[src/sga_pkg.sv]
// Shared constants for the RAM and special-register guard with access checker.
// Assumes a 20-bit byte address space and 8-bit data on the CPU memory bus.
package sga_pkg;
   localparam int ADDR_W = 20;
   localparam int DATA_W = 8;
   // Guard and access-check control register
   localparam logic [19:0] CTL_ADDR = 20'hF_0078;
   localparam logic [7:0] CTL_RESET = 8'h00;
   localparam int CTL_EN_BIT = 7;
   localparam int CTL_RAM_HI_BIT = 5;
   localparam int CTL_RAM_LO_BIT = 4;
   localparam int CTL_PORT_BIT = 2;
   localparam int CTL_INT_BIT = 1;
   localparam int CTL_CLK_BIT = 0;
   // RAM guard size codes and region lengths in bytes
   localparam logic [1:0] RAM_GUARD_OFF = 2'h0;
   localparam logic [1:0] RAM_GUARD_128 = 2'h1;
   localparam logic [1:0] RAM_GUARD_256 = 2'h2;
   localparam logic [1:0] RAM_GUARD_512 = 2'h3;
   localparam logic [19:0] RAM_LEN_128 = 20'h0_0080;
   localparam logic [19:0] RAM_LEN_256 = 20'h0_0100;
   localparam logic [19:0] RAM_LEN_512 = 20'h0_0200;
   // RAM placement per RAM size
   localparam logic [19:0] RAM_START_8K = 20'hF_DF00;
   localparam logic [19:0] RAM_START_6K = 20'hF_E700;
   localparam logic [19:0] RAM_END = 20'hF_FEFF;
   // Lowest invalid read/fetch address per code flash size
   localparam logic [19:0] FLASH_TOP_128K = 20'h2_0000;
   localparam logic [19:0] FLASH_TOP_64K = 20'h1_0000;
endpackage
[src/sga_addr_class.sv]
// Address classifier: which guard group or prohibited area an address falls in.
// Purely combinational; the caller registers everything it derives from it.
`timescale 1ns/1ps
module sga_addr_class #(
   parameter bit RAM_8K = 1'b1,
   parameter bit FLASH_128K = 1'b1,
   parameter int NRANGE = 2,
   parameter logic [NRANGE-1:0][19:0] PORT_LO = '{20'hF_0030, 20'hF_0060},
   parameter logic [NRANGE-1:0][19:0] PORT_HI = '{20'hF_005F, 20'hF_007F},
   parameter logic [NRANGE-1:0][19:0] INT_LO = '{20'hF_FFD0, 20'hF_FFE0},
   parameter logic [NRANGE-1:0][19:0] INT_HI = '{20'hF_FFDF, 20'hF_FFEF},
   parameter logic [NRANGE-1:0][19:0] CLK_LO = '{20'hF_FFA0, 20'hF_00F0},
   parameter logic [NRANGE-1:0][19:0] CLK_HI = '{20'hF_FFA8, 20'hF_00F5},
   parameter logic [19:0] INV_RD_HI = 20'hE_FFFF,
   parameter logic [19:0] INV_WR_LO = 20'h0_0000,
   parameter logic [19:0] INV_WR_HI = 20'hE_FFFF
) (
   input wire logic [sga_pkg::ADDR_W-1:0] addr_in,
   input wire logic [1:0] ram_size_in,
   output logic port_hit_out,
   output logic int_hit_out,
   output logic clk_hit_out,
   output logic ram_guard_hit_out,
   output logic inv_rd_out,
   output logic inv_wr_out
);
   import sga_pkg::*;

   // Inclusive range test, shared by every table lookup
   function automatic logic in_rng(input logic [19:0] a, input logic [19:0] lo,
                                   input logic [19:0] hi);
      in_rng = (a >= lo) && (a <= hi);
   endfunction

   wire [NRANGE-1:0] port_v;
   wire [NRANGE-1:0] int_v;
   wire [NRANGE-1:0] clk_v;

   // One comparator pair per table entry
   genvar g;
   generate
      for (g = 0; g < NRANGE; g++) begin : g_rng
         assign port_v[g] = in_rng(addr_in, PORT_LO[g], PORT_HI[g]);
         assign int_v[g] = in_rng(addr_in, INT_LO[g], INT_HI[g]);
         assign clk_v[g] = in_rng(addr_in, CLK_LO[g], CLK_HI[g]);
      end
   endgenerate

   // Port output data registers sit outside PORT tables, so stay writable
   assign port_hit_out = |port_v;
   assign int_hit_out = |int_v;
   assign clk_hit_out = |clk_v;

   // Guard region counts up from the RAM base chosen by RAM size
   wire [19:0] ram_base = RAM_8K ? RAM_START_8K : RAM_START_6K;
   wire [19:0] ram_len = (ram_size_in == RAM_GUARD_128) ? RAM_LEN_128 :
                         (ram_size_in == RAM_GUARD_256) ? RAM_LEN_256 : RAM_LEN_512;
   assign ram_guard_hit_out = (ram_size_in != RAM_GUARD_OFF) &&
                              in_rng(addr_in, ram_base, ram_base + ram_len - 20'h0_0001);

   // Prohibited areas; read floor sits just above the code flash
   wire [19:0] inv_rd_lo = FLASH_128K ? FLASH_TOP_128K : FLASH_TOP_64K;
   assign inv_rd_out = in_rng(addr_in, inv_rd_lo, INV_RD_HI);
   assign inv_wr_out = in_rng(addr_in, INV_WR_LO, INV_WR_HI);
endmodule

[src/sga_guard.sv]
// Top of the RAM/special-register write guard and invalid access checker.
// Sits between the CPU and memory; one access per enabled cycle, answered next cycle.
`timescale 1ns/1ps
module sga_guard #(
   parameter bit RAM_8K = 1'b1,
   parameter bit FLASH_128K = 1'b1,
   parameter logic [19:0] INV_RD_HI = 20'hE_FFFF,
   parameter logic [19:0] INV_WR_LO = 20'h0_0000,
   parameter logic [19:0] INV_WR_HI = 20'hE_FFFF
) (
   input wire logic clk_sys_in,
   input wire logic reset_in,
   input wire logic ce_in,
   input wire logic watchdog_option_enable_in,
   input wire logic cpu_req_in,
   input wire logic cpu_we_in,
   input wire logic cpu_fetch_in,
   input wire logic [sga_pkg::ADDR_W-1:0] cpu_addr_in,
   input wire logic [sga_pkg::DATA_W-1:0] cpu_wdata_in,
   output logic cpu_ack_out,
   output logic [sga_pkg::DATA_W-1:0] ctl_rdata_out,
   output logic ctl_rvalid_out,
   output logic mem_rd_en_out,
   output logic mem_wr_en_out,
   output logic [sga_pkg::ADDR_W-1:0] mem_addr_out,
   output logic [sga_pkg::DATA_W-1:0] mem_wdata_out,
   output logic reset_req_out
);
   import sga_pkg::*;

   logic [7:0] ctl_r;
   logic [7:0] ctl_nxt;
   logic port_hit, int_hit, clk_hit, ram_hit, inv_rd, inv_wr;

   sga_addr_class #(
      .RAM_8K(RAM_8K),
      .FLASH_128K(FLASH_128K),
      .INV_RD_HI(INV_RD_HI),
      .INV_WR_LO(INV_WR_LO),
      .INV_WR_HI(INV_WR_HI)
   ) u_class (
      .addr_in(cpu_addr_in),
      .ram_size_in(ctl_r[CTL_RAM_HI_BIT:CTL_RAM_LO_BIT]),
      .port_hit_out(port_hit),
      .int_hit_out(int_hit),
      .clk_hit_out(clk_hit),
      .ram_guard_hit_out(ram_hit),
      .inv_rd_out(inv_rd),
      .inv_wr_out(inv_wr)
   );

   // Access decode; the control register sits inside a PORT table range but is decoded apart from guarded writes
   wire ctl_sel = cpu_req_in && (cpu_addr_in == CTL_ADDR);
   wire ctl_wr = ctl_sel && cpu_we_in;
   wire wr_req = cpu_req_in && cpu_we_in && !ctl_sel;
   wire rd_req = cpu_req_in && !cpu_we_in && !ctl_sel;

   // Write blocked by any guard group
   wire blocked = ram_hit
                  || (ctl_r[CTL_PORT_BIT] && port_hit)
                  || (ctl_r[CTL_INT_BIT] && int_hit)
                  || (ctl_r[CTL_CLK_BIT] && clk_hit);

   // Detection on by software enable or by the watchdog option strap
   wire detect_on = ctl_r[CTL_EN_BIT] || watchdog_option_enable_in;
   wire bad_access = (rd_req || (cpu_req_in && cpu_fetch_in)) ? inv_rd :
                     wr_req ? inv_wr : 1'b0;
   wire reset_req_nxt = cpu_req_in && detect_on && bad_access;

   // Fixed-zero bits never store; enable bit only ORs in new ones
   always_comb begin
      ctl_nxt = ctl_r;
      if (ctl_wr) begin
         ctl_nxt = cpu_wdata_in & 8'hB7;
         ctl_nxt[CTL_EN_BIT] = ctl_r[CTL_EN_BIT] | cpu_wdata_in[CTL_EN_BIT];
      end
   end

   // Control register; reset wins over the clock enable
   always_ff @(posedge clk_sys_in) begin
      if (reset_in) begin
         ctl_r <= CTL_RESET;
      end else if (ce_in) begin
         ctl_r <= ctl_nxt;
      end
   end

   // Registered bus answer; blocked writes still acknowledge
   always_ff @(posedge clk_sys_in) begin
      if (reset_in) begin
         cpu_ack_out <= 1'b0;
         ctl_rvalid_out <= 1'b0;
         ctl_rdata_out <= 8'h00;
         mem_rd_en_out <= 1'b0;
         mem_wr_en_out <= 1'b0;
         mem_addr_out <= 20'h0_0000;
         mem_wdata_out <= 8'h00;
         reset_req_out <= 1'b0;
      end else if (ce_in) begin
         cpu_ack_out <= cpu_req_in;
         ctl_rvalid_out <= ctl_sel && !cpu_we_in;
         ctl_rdata_out <= ctl_r;
         mem_rd_en_out <= rd_req;
         mem_wr_en_out <= wr_req && !blocked;
         mem_addr_out <= cpu_addr_in;
         mem_wdata_out <= cpu_wdata_in;
         reset_req_out <= reset_req_nxt;
      end
   end

   // Checks; inputs sampled on an enabled edge, answer seen one edge later
   property p_reset_clear;
      @(posedge clk_sys_in) reset_in |=> (ctl_r == 8'h00);
   endproperty
   a_reset_clear: assert property (p_reset_clear) else $error("control not cleared");

   property p_zero_bits;
      @(posedge clk_sys_in) disable iff (reset_in) (ctl_r[6] == 1'b0) && (ctl_r[3] == 1'b0);
   endproperty
   a_zero_bits: assert property (p_zero_bits) else $error("fixed zero bit set");

   property p_set_only;
      @(posedge clk_sys_in) disable iff (reset_in) ctl_r[7] |=> ctl_r[7];
   endproperty
   a_set_only: assert property (p_set_only) else $error("enable bit cleared");

   property p_ctl_write;
      @(posedge clk_sys_in) disable iff (reset_in)
         ce_in && ctl_wr |=> (ctl_r[5:4] == $past(cpu_wdata_in[5:4])) &&
                              (ctl_r[2:0] == $past(cpu_wdata_in[2:0]));
   endproperty
   a_ctl_write: assert property (p_ctl_write) else $error("control write lost");

   property p_ram_block;
      @(posedge clk_sys_in) disable iff (reset_in)
         ce_in && wr_req && ram_hit |=> !mem_wr_en_out && cpu_ack_out;
   endproperty
   a_ram_block: assert property (p_ram_block) else $error("guarded RAM written");

   property p_ram_read;
      @(posedge clk_sys_in) disable iff (reset_in) ce_in && rd_req |=> mem_rd_en_out;
   endproperty
   a_ram_read: assert property (p_ram_read) else $error("read not passed");

   property p_port_block;
      @(posedge clk_sys_in) disable iff (reset_in)
         ce_in && wr_req && port_hit && ctl_r[2] |=> !mem_wr_en_out;
   endproperty
   a_port_block: assert property (p_port_block) else $error("port config written");

   property p_int_block;
      @(posedge clk_sys_in) disable iff (reset_in)
         ce_in && wr_req && int_hit && ctl_r[1] |=> !mem_wr_en_out;
   endproperty
   a_int_block: assert property (p_int_block) else $error("interrupt reg written");

   property p_clk_block;
      @(posedge clk_sys_in) disable iff (reset_in)
         ce_in && wr_req && clk_hit && ctl_r[0] |=> !mem_wr_en_out;
   endproperty
   a_clk_block: assert property (p_clk_block) else $error("clock reg written");

   property p_free_write;
      @(posedge clk_sys_in) disable iff (reset_in)
         ce_in && wr_req && !ram_hit && !port_hit && !int_hit && !clk_hit
         |=> mem_wr_en_out && (mem_addr_out == $past(cpu_addr_in));
   endproperty
   a_free_write: assert property (p_free_write) else $error("free write dropped");

   property p_detect;
      @(posedge clk_sys_in) disable iff (reset_in)
         ce_in && cpu_req_in && bad_access && (ctl_r[7] || watchdog_option_enable_in)
         |=> reset_req_out;
   endproperty
   a_detect: assert property (p_detect) else $error("invalid access missed");

   property p_detect_off;
      @(posedge clk_sys_in) disable iff (reset_in)
         ce_in && !ctl_r[7] && !watchdog_option_enable_in |=> !reset_req_out;
   endproperty
   a_detect_off: assert property (p_detect_off) else $error("reset while detect off");

   // Every taken request is answered, blocked or not
   property p_ack;
      @(posedge clk_sys_in) disable iff (reset_in) ce_in && cpu_req_in |=> cpu_ack_out;
   endproperty
   a_ack: assert property (p_ack) else $error("access not acknowledged");

   // Guarded writes end quietly; a prohibited write still owes its reset request
   property p_blocked_quiet;
      @(posedge clk_sys_in) disable iff (reset_in)
         ce_in && wr_req && blocked && !inv_wr |=> cpu_ack_out && !mem_wr_en_out && !reset_req_out;
   endproperty
   a_blocked_quiet: assert property (p_blocked_quiet) else $error("blocked write not quiet");

   // Control read returns the value held when the read was taken
   property p_ctl_read;
      @(posedge clk_sys_in) disable iff (reset_in)
         ce_in && ctl_sel && !cpu_we_in |=> ctl_rvalid_out && (ctl_rdata_out == $past(ctl_r));
   endproperty
   a_ctl_read: assert property (p_ctl_read) else $error("control read wrong");

   // Low clock enable must freeze the control register
   property p_freeze;
      @(posedge clk_sys_in) disable iff (reset_in) !ce_in |=> $stable(ctl_r);
   endproperty
   a_freeze: assert property (p_freeze) else $error("control moved while frozen");

   c_ram_block: cover property (@(posedge clk_sys_in) ce_in && wr_req && ram_hit);
   c_reset_req: cover property (@(posedge clk_sys_in) reset_req_out);
   c_port_block: cover property (@(posedge clk_sys_in)
                                 ce_in && wr_req && port_hit && ctl_r[2]);
   c_set_only: cover property (@(posedge clk_sys_in)
                               ce_in && ctl_r[7] && ctl_wr && !cpu_wdata_in[7]);
endmodule

[config.mk]
export PLATFORM = sky130hd
export DESIGN_NAME = sga_guard
export DESIGN_NICKNAME = d
export VERILOG_FILES = /design/src/sga_pkg.sv /design/src/sga_addr_class.sv /design/src/sga_guard.sv
export SDC_FILE = /design/constraint.sdc
export NUM_CORES = 1
export LEC_CHECK = 0
export BUFFER_PORTS_ARGS = -buffer_cell sky130_fd_sc_hd__buf_4
export CAP_MARGIN = 5
export CORE_MARGIN = 10
export CORE_UTILIZATION = 49
export DETAILED_ROUTE_END_ITERATION = 10
export GPL_ROUTABILITY_DRIVEN = 0
export PLACE_DENSITY = 0.77
export SYNTH_ARGS = -nofsm -noshare
export SYNTH_HDL_FRONTEND = slang
export SYNTH_SLANG_ARGS = --single-unit
[constraint.sdc]
create_clock -name clk_sys_in -period 2.35 [get_ports clk_sys_in]
set_clock_uncertainty 0.05 [all_clocks]
set_input_delay 0.47 -clock clk_sys_in [delete_from_list [all_inputs] [get_ports clk_sys_in]]
set_output_delay 0.47 -clock clk_sys_in [all_outputs]
set_load 0.02 [all_outputs]
==> results of run 1 <==
## metal layers
layer | vias up | GRT usage (%) | routed length [um]
met3 | 7 | 6.883 | 404
met1 | 802 | 17.06 | 2309
met4 | 0 | 4.192 | 67
li1 | 889 | - | -
met5 | - | 0 | 0
met2 | 43 | 24.30 | 2530
## final timing paths
path         cells after the start  slack [ps]               end            start
min reg2reg                      2         420    ctl_rvalid_out   ctl_rvalid_out
max                              9         220     mem_wr_en_out         ctl_r[4]
min                              3         360  mem_wdata_out[3]  cpu_wdata_in[3]
max reg2reg                      9         220     mem_wr_en_out         ctl_r[4]
## flip-flops by register name, summed over array words and instances, names as in the netlist
name,flops
ctl_rvalid_out,1
mem_wr_en_out,1
reset_req_out,1
mem_addr_out,20
ctl_rdata_out,6
mem_wdata_out,8
cpu_ack_out,1
mem_rd_en_out,1
ctl_r,6
## worst max-delay path: stages (launching register included)
cell and delay [ps]:
dfxtp_1 390, inv_1 60, ha_1 330, inv_1 160
ha_1 280, a211oi_1 270, nor2_1 80, nor3_1 130
o221ai_1 150, o211a_1 130
## layout make-up
cell class,count,share of cell area [%]
clock buffers,7,3.124
clock inverters,1,1.086
inverters,5,0.6790
multi-input cells,153,39.61
flip-flops and latches,45,32.59
well taps,50,2.263
repair buffers,76,20.64
## logic make-up (layout without fill, tap and decap cells)
kind of cell,after synthesis,after routing,share of synthesized area (%)
and+or+nand+nor,87,87,22.97
DFF,45,45,43.64
muxes,39,39,18.91
buffers and inverters,16,89,3.515
AOI/OAI and AO/OA,15,15,4.909
adders and majority gates,9,9,5.455
other,1,2,0.1816
xor gates and xnor gates,1,1,0.4243
## per-stage QoR
step                setup WS (ps)  instances  cell area, um2  power, uW
floorplan                   478.6        214            2068      963.9
global placement            276.8        329            2648       1093
detailed placement          250.5        329            2648       1098
CTS                         221.9        337            2764       1687
global route                40.41        337            2764       1749
finish                      216.4        337            2764       1680
## cells in the final DEF (no fill, tap or decap), types with 2 or more instances in the layout
cell type  instances
nand2_1            7
mux2i_1           39
nand4_1            2
nor3b_1            3
nor3_1             3
conb_1             2
clkbuf_8           6
and4_1             2
a21oi_1            6
nor2_1            46
dfxtp_1           45
and4b_1            3
buf_4             76
inv_1              5
nor4_1             3
nand3_1            6
ha_1               9
## report_power, final
| group | switching, uW | leakage, uW | internal [uW] |
|---|---|---|---|
| clock network | 255 | 0.0000585 | 347 |
| logic | 145 | 0.000871 | 124 |
| registers | 15.3 | 0.000369 | 793 |
==> results.sh, run 1 <==
export IMPL_yosysMostFrequentCell="nor2_1"
export IMPL_drt_antenna_violating_nets=0
export IMPL_dp_hpwl_um=4178
export IMPL_max_slew_margin_pct=65.62
export IMPL_remaining_drc_errors=0
export IMPL_cts_resized=0
export IMPL_ys_types=40
export IMPL_die_h_um=84.91
export IMPL_track_usage_pct=14.88
export IMPL_clock_sinks=45
export IMPL_initial_utilization_pct=51.24
export IMPL_ir_drop_mv=0.6163
export IMPL_synth_area_mm2=0.002064
export IMPL_setup_viol=0
export IMPL_ys_flop_type="dfxtp_1"
export IMPL_outcome="finished, final reports clean"
export IMPL_diodes=0
export IMPL_fin_hold_ws_ps=358.7
export IMPL_final_hold_viol_count=0
export IMPL_ys_seq_area_share_pct=43.64
export IMPL_viasPerCell=5.166
export IMPL_die_w_um=84.91
export IMPL_synthTopCellsByCount="nor2_1 (46), dfxtp_1 (45), mux2i_1 (39)"
export IMPL_synth_edf_count=0
export IMPL_pin_count=76
export IMPL_min_period_ps=2134
export IMPL_regArea_um2=900.9
export IMPL_finalCritPeriodShare_pct=90.79
export IMPL_crit_path_start_kind="register"
export IMPL_fmax_mhz=468.7
export IMPL_nFillCells=348
export IMPL_synth_top_area_share_pct=43.64
export IMPL_drt_iter0_drc=59
export IMPL_vias=1741
export IMPL_grt_pass1_wl_um=8997
export IMPL_die_area_mm2=0.007210
export IMPL_grt_pass1_vias=1816
export IMPL_yosysTopAreaCell="dfxtp_1"
export IMPL_drv_cap=0
export IMPL_cts_hold_fix_buffers=0
export IMPL_clock_latency_ps=300
export IMPL_area_growth_pct=33.88
export IMPL_wl_um=5311
export IMPL_gr_total_overflow=0
export IMPL_finalSetupTns_ps=0
export IMPL_fp_coreArea_mm2=0.004029
export IMPL_worst_pin_slew_ps=511.8
export IMPL_yosys_warnings=0
export IMPL_crit_type="reg -> reg"
export IMPL_cts_root_buffer="clkbuf_8"
export IMPL_htreeDepth=2
export IMPL_yosys_register_bits=45
export IMPL_wire_per_inst_um=15.76
export IMPL_multi_input_area_mm2=0.001095
export IMPL_cts_clk_slew_worst_paths_ps=80
export IMPL_num_rows=23
export IMPL_grt_antenna_before_repair=0
export IMPL_cp_required_ps=2500
export IMPL_endpoint_kind="register"
export IMPL_avgSynthCellArea_um2=9.692
export IMPL_fin_nets=330
export IMPL_cts_buffers=5
export IMPL_hp_class="in -> reg"
export IMPL_fin_util_pct=68.60
export IMPL_synth_top_cells_by_area="dfxtp_1 (44%), mux2i_1 (19%), nor2_1 (8.4%), ha_1 (5.5%), a21oi_1 (1.5%)"
export IMPL_cp_arrival_ps=2280
export IMPL_grt_start_max_net_pins=33
export IMPL_cts_tree="yes"
export IMPL_cts_setup_buffers=0
export IMPL_p_leak_uw=0.001298
export IMPL_dr_pass1_iters=4
export IMPL_async_flop_share_pct=0
export IMPL_worstPathMaxFanout=5
export IMPL_cts_buffer_depth=2
export IMPL_syn_inst=213
export IMPL_power_density_mw_per_mm2=607.7
export IMPL_layout_drive_gt1_share_pct=31.71
export IMPL_rsz0062_at_grt="no"
export IMPL_slew_viol_final=0
export IMPL_portBuffers=73
Power figures use the tool's default switching activity.
==> run 2, diff against run 1 <==
--- a/config.mk
+++ b/config.mk
@@ -11,7 +11,7 @@
 export CORE_UTILIZATION = 49
 export DETAILED_ROUTE_END_ITERATION = 10
 export GPL_ROUTABILITY_DRIVEN = 0
-export PLACE_DENSITY = 0.77
+export PLACE_DENSITY = 0.86
 export SYNTH_ARGS = -nofsm -noshare
 export SYNTH_HDL_FRONTEND = slang
 export SYNTH_SLANG_ARGS = --single-unit
==> run 2 against run 1 <==
Against the previous run:
- sequential share of layout area increased by 0.51 points
- largest power group unchanged
- final area decreased by 1.5%
- power decreased by 9.2%
- clock power decreased by 26%
- largest cell class unchanged
- global-route usage increased by 0.15 points
- fmax decreased by 1.2%
==> results.sh, run 2 (synthesized netlist as in run 1, its figures left out) <==
export IMPL_outcome="finished, final reports clean"
export IMPL_cts_root_buffer="clkbuf_8"
export IMPL_drt_antenna_violating_nets=0
export IMPL_gr_total_overflow=0
export IMPL_power_density_mw_per_mm2=560.7
export IMPL_multi_input_area_mm2=0.001095
export IMPL_cts_setup_buffers=0
export IMPL_setup_viol=0
export IMPL_crit_path_start_kind="register"
export IMPL_clock_latency_ps=290
export IMPL_grt_pass1_wl_um=9101
export IMPL_wire_per_inst_um=16.70
export IMPL_clock_sinks=45
export IMPL_pin_count=76
export IMPL_slew_viol_final=0
export IMPL_cts_tree="yes"
export IMPL_wl_um=5593
export IMPL_die_h_um=84.91
export IMPL_worst_path_largest_cell_delay_ps=380
export IMPL_min_period_ps=2161
export IMPL_drv_cap=0
export IMPL_regArea_um2=900.9
export IMPL_htreeDepth=2
export IMPL_die_area_mm2=0.007210
export IMPL_hp_class="in -> reg"
export IMPL_crit_type="reg -> reg"
export IMPL_crit_chain="inv_1 > ha_1 > inv_1 > ha_1 > a211oi_1 > nor2_1 > nor3_1 > o221ai_1 > o211a_1"
export IMPL_p_leak_uw=0.001280
export IMPL_area_growth_pct=31.82
export IMPL_cp_required_ps=2500
export IMPL_viasPerCell=5.400
export IMPL_rsz0062_at_grt="no"
export IMPL_endpoint_kind="register"
export IMPL_vias=1809
export IMPL_crit_family="adder cells"
export IMPL_dp_hpwl_um=4217
export IMPL_remaining_drc_errors=0
export IMPL_grt_start_max_net_pins=45
export IMPL_cts_clk_slew_worst_paths_ps=80
export IMPL_crit_slowest_cell="dfxtp_1"
export IMPL_cp_arrival_ps=2310
export IMPL_largest_reg_flops=20
export IMPL_grt_pass1_vias=1808
export IMPL_ir_drop_mv=0.4891
export IMPL_final_hold_viol_count=0
export IMPL_cts_buffers=5
export IMPL_initial_utilization_pct=51.24
export IMPL_mostFrequentLayoutCells="buf_4 (76), nor2_1 (46), dfxtp_1 (45)"
export IMPL_finalCritPeriodShare_pct=91.94
export IMPL_nFillCells=333
export IMPL_finalNonFillerCells=335
export IMPL_top_regs="mem_addr_out: 20 flops, mem_wdata_out: 8 flops"
export IMPL_track_usage_pct=15.03
export IMPL_grt_antenna_before_repair=0
export IMPL_top_register="mem_addr_out"
export IMPL_layout_drive_gt1_share_pct=31.58
export IMPL_fin_nets=330
export IMPL_die_w_um=84.91
export IMPL_cts_buffer_depth=2
export IMPL_drt_iter0_drc=149
export IMPL_portBuffers=73
export IMPL_cts_hold_fix_buffers=0
export IMPL_worstPathMaxFanout=5
export IMPL_cts_resized=0
export IMPL_finalSetupTns_ps=0
export IMPL_dr_pass1_iters=4
export IMPL_fp_coreArea_mm2=0.004029
export IMPL_layout_commonest_cell="buf_4"
export IMPL_num_rows=23
export IMPL_dpl_cell_count=329
export IMPL_fmax_mhz=462.8
export IMPL_diodes=0
export IMPL_worstPathBufferInverterCount=2
run 2: through the flow:
step           instance area, um2  worst slack (ps)  utilization, %  hold slack, ps  power, uW
2_1_floorplan                2068             478.6               -           408.9      963.9
3_3_place_gp                 2648             385.1           65.71           405.3       1091
3_5_place_dp                 2648             268.8           65.71           411.2       1097
4_1_cts                      2721             237.0           67.55           356.1       1528
5_1_grt                      2721             71.49           67.55           367.2       1591
6_report                     2721             189.4           67.55           347.7       1526
run 2: path summary, 6_finish.rpt:
kind,slack (ps),start,cells past startpoint,to
max,190,ctl_r[4],9,mem_wr_en_out
min reg2reg,420,ctl_rvalid_out,2,ctl_rvalid_out
max reg2reg,190,ctl_r[4],9,mem_wr_en_out
min,350,cpu_wdata_in[6],3,mem_wdata_out[6]
run 2: layout make-up:
class	count	area share [%]
Sequential cell	45	33.10
Clock inverter	1	0.1839
Multi-Input combinational cell	153	40.23
Timing Repair Buffer	76	20.97
Inverter	5	0.6897
Clock buffer	5	2.529
Tap cell	50	2.299
run 2: layer usage:
metal	global-route usage [%]	share of wire, %	vias up
li1	-	-	886
met1	16.47	39	836
met2	25.53	49	72
met3	6.405	9.8	15
met4	4.940	2.4	0
met5	0	0	-
run 2: report_power, final:
part / switching [uW] / total, uW / internal (uW) / leakage [uW]
combinational: 147 / 271 / 124 / 0.000871
clock: 250 / 446 / 196 / 0.0000399
sequential: 15.0 / 808 / 793 / 0.000369
total: 413 / 1530 / 1110 / 0.00128
run 2: worst register-to-register path, delay by kind of cell (launching register included):
| kind | cells | cell delay, ps |
|---|---|---|
| fa+ha+maj | 2 | 590 |
| compound gates | 3 | 570 |
| flops | 1 | 380 |
| simple gates | 2 | 260 |
| buf+inv | 2 | 220 |
==> run 3, diff against run 2 <==
--- a/config.mk
+++ b/config.mk
@@ -7,6 +7,7 @@
 export LEC_CHECK = 0
 export BUFFER_PORTS_ARGS = -buffer_cell sky130_fd_sc_hd__buf_4
 export CAP_MARGIN = 5
+export CORE_ASPECT_RATIO = 0.5
 export CORE_MARGIN = 10
 export CORE_UTILIZATION = 49
 export DETAILED_ROUTE_END_ITERATION = 10
==> constraint.sdc (replaced) <==
create_clock -name clk_sys_in -period 2.35 [get_ports clk_sys_in]
set_clock_uncertainty 0.05 [all_clocks]
set_input_delay 0.1175 -clock clk_sys_in [delete_from_list [all_inputs] [get_ports clk_sys_in]]
set_output_delay 0.1175 -clock clk_sys_in [all_outputs]
set_load 0.02 [all_outputs]
==> run 3 against run 2 <==
Against the previous run:
- utilization up 1.8 points
- critical endpoint unchanged
- setup slack worse by 33 ps
- critical path depth unchanged
- die area up 2.2%
- critical path type unchanged
- clock power up 8.5%
- non-clock buffer count up 1
- sequential power about the same
==> results.sh, run 3 (synthesized netlist as in run 1, its figures left out) <==
export IMPL_clock_sinks=45
export IMPL_cts_root_buffer="clkbuf_8"
export IMPL_slew_viol_final=0
export IMPL_fp_coreArea_mm2=0.003984
export IMPL_die_area_mm2=0.007367
export IMPL_pin_count=76
export IMPL_portBuffers=73
export IMPL_clock_latency_ps=310
export IMPL_gr_total_overflow=0
export IMPL_hp_class="in -> reg"
export IMPL_crit_type="reg -> reg"
export IMPL_remaining_drc_errors=0
export IMPL_grt_pass1_vias=1922
export IMPL_worst_pin_slew_ps=571.1
export IMPL_drt_antenna_violating_nets=0
export IMPL_regArea_um2=900.9
export IMPL_share_comb_of_total_power_pct=17.5
export IMPL_dp_hpwl_um=4315
export IMPL_worstPathMaxFanout=5
export IMPL_grt_pass1_wl_um=9135
export IMPL_layout_drive_gt1_share_pct=31.94
export IMPL_power_density_mw_per_mm2=567.6
export IMPL_grt_start_max_net_pins=47
export IMPL_final_hold_viol_count=0
export IMPL_htreeDepth=2
export IMPL_worstPathBufferInverterCount=2
export IMPL_fmax_mhz=455.9
export IMPL_ir_drop_mv=0.4498
export IMPL_cts_buffer_depth=2
export IMPL_cp_arrival_ps=2350
export IMPL_setup_viol=0
export IMPL_min_period_ps=2193
export IMPL_p_clk_share_pct=30.9
export IMPL_top_regs="mem_addr_out: 20 flops, mem_wdata_out: 8 flops"
export IMPL_worstHoldStart="cpu_wdata_in[1]"
export IMPL_cts_tree="yes"
export IMPL_outcome="finished, final reports clean"
export IMPL_r2r_start="ctl_r[4]"
export IMPL_multi_input_area_mm2=0.001100
export IMPL_swShare_pct=27.91
export IMPL_endpoint_kind="register"
export IMPL_top_register="mem_addr_out"
export IMPL_crit_slowest_cell="dfxtp_1"
export IMPL_fin_nets=331
export IMPL_worst_path_largest_cell_delay_ps=390
export IMPL_finalSetupTns_ps=0
export IMPL_drt_iter0_drc=94
export IMPL_wire_per_inst_um=16.54
export IMPL_wl_um=5658
export IMPL_area_growth_pct=33.82
export IMPL_layout_commonest_cell="buf_4"
export IMPL_diodes=0
export IMPL_dr_pass1_iters=4
export IMPL_cpMostUsedCell="ha_1"
export IMPL_max_slew_margin_pct=61.64
export IMPL_crit_chain="inv_1 > ha_1 > inv_2 > ha_1 > a211oi_2 > nor2_1 > nor3_1 > o221ai_1 > o211a_1"
export IMPL_power_switching_uw=437.6
export IMPL_p_leak_uw=0.001288
export IMPL_grt_antenna_before_repair=0
export IMPL_die_w_um=111.8
export IMPL_crit_path_start_kind="register"
export IMPL_cp_required_ps=2500
export IMPL_startpoint="ctl_r[4]"
export IMPL_drv_cap=0
export IMPL_intPower_uw=1131
export IMPL_initial_utilization_pct=51.82
export IMPL_cts_clk_slew_worst_paths_ps=90
export IMPL_nFillCells=298
export IMPL_fin_util_pct=69.35
export IMPL_crit_family="adder cells"
export IMPL_viasPerCell=5.351
export IMPL_track_usage_pct=15.00
export IMPL_finalCritPeriodShare_pct=93.33
export IMPL_seq_power_share_pct=51.6
export IMPL_num_rows=16
export IMPL_rsz0062_at_grt="no"
export IMPL_dpl_cell_count=331
export IMPL_vias=1830
export IMPL_die_h_um=65.90
export IMPL_cts_buffers=5
export IMPL_largest_reg_flops=20
export IMPL_mostFrequentLayoutCells="buf_4 (74), nor2_1 (46), dfxtp_1 (45)"
export IMPL_finalNonFillerCells=342
[run 3: changes by cell type in the layout (fill, tap and decap cells not counted)]
| cell | delta |
|---|---|
| inv_1 | -1 |
| inv_2 | +1 |
| inv_6 | +1 |
| buf_4 | -2 |
| dlygate4sd3_1 | +3 |
| clkinvlp_4 | +1 |
| a211oi_1 | -1 |
| a211oi_2 | +1 |
[run 3: layout make-up]
cell class              count  area share [%]
clock inverters             3          0.7699
multi-input cells         153           39.81
clock buffers               5           2.491
inverters                   5          0.6793
repair buffers             77           21.20
flip-flops and latches     45           32.61
well taps                  54           2.446
[run 3: worst min-delay path, cell delays in order]
cell and delay, ps:
buf_4 80, mux2i_1 60, nor2_1 70
[run 3: what timing repair did]
item	in CTS	in global routing
hold buffers	3	0
setup buffers	0	0
gates resized for setup	0	2
hold endpoints to repair	3	0
endpoints found under the setup margin	0	1
[run 3: routing by layer]
layer / wire length (um) / up-vias / GRT usage [%] / part of all wire [%]
li1: - / 893 / - / -
met1: 2356 / 871 / 16.95 / 42
met2: 2874 / 52 / 25.72 / 51
met3: 293 / 14 / 3.986 / 5.2
met4: 134 / 0 / 8.280 / 2.4
met5: 0 / - / 0 / 0
[run 3: power groups by stage]
| stage | Combinational, uW | Clock (uW) | Sequential, uW |
|---|---|---|---|
| after floorplan | 99.7 | 0 | 864 |
| after global placement | 261 | 0 | 825 |
| after detailed placement | 268 | 0 | 827 |
| after CTS | 274 | 497 | 809 |
| after global routing | 297 | 535 | 814 |
| final | 274 | 484 | 810 |
[run 3: worst paths after layout]
kind                                         end  cells past startpoint  slack [ps]
worst max-delay path               mem_wr_en_out                      9         160
worst min-delay path            mem_wdata_out[1]                      3           7
worst max register to register     mem_wr_en_out                      9         160
worst min register to register    ctl_rvalid_out                      2         430
[run 3: per-stage QoR]
step           instance area [um2]  power, uW  setup slack, ps  hold WS [ps]
2_1_floorplan                 2068      963.9            478.6         206.9
3_3_place_gp                  2638       1087            377.9         300.0
3_5_place_dp                  2638       1095            239.4         314.5
4_1_cts                       2758       1580            62.43         2.375
5_1_grt                       2763       1646            21.61         11.61
6_report                      2763       1568            156.7         7.242
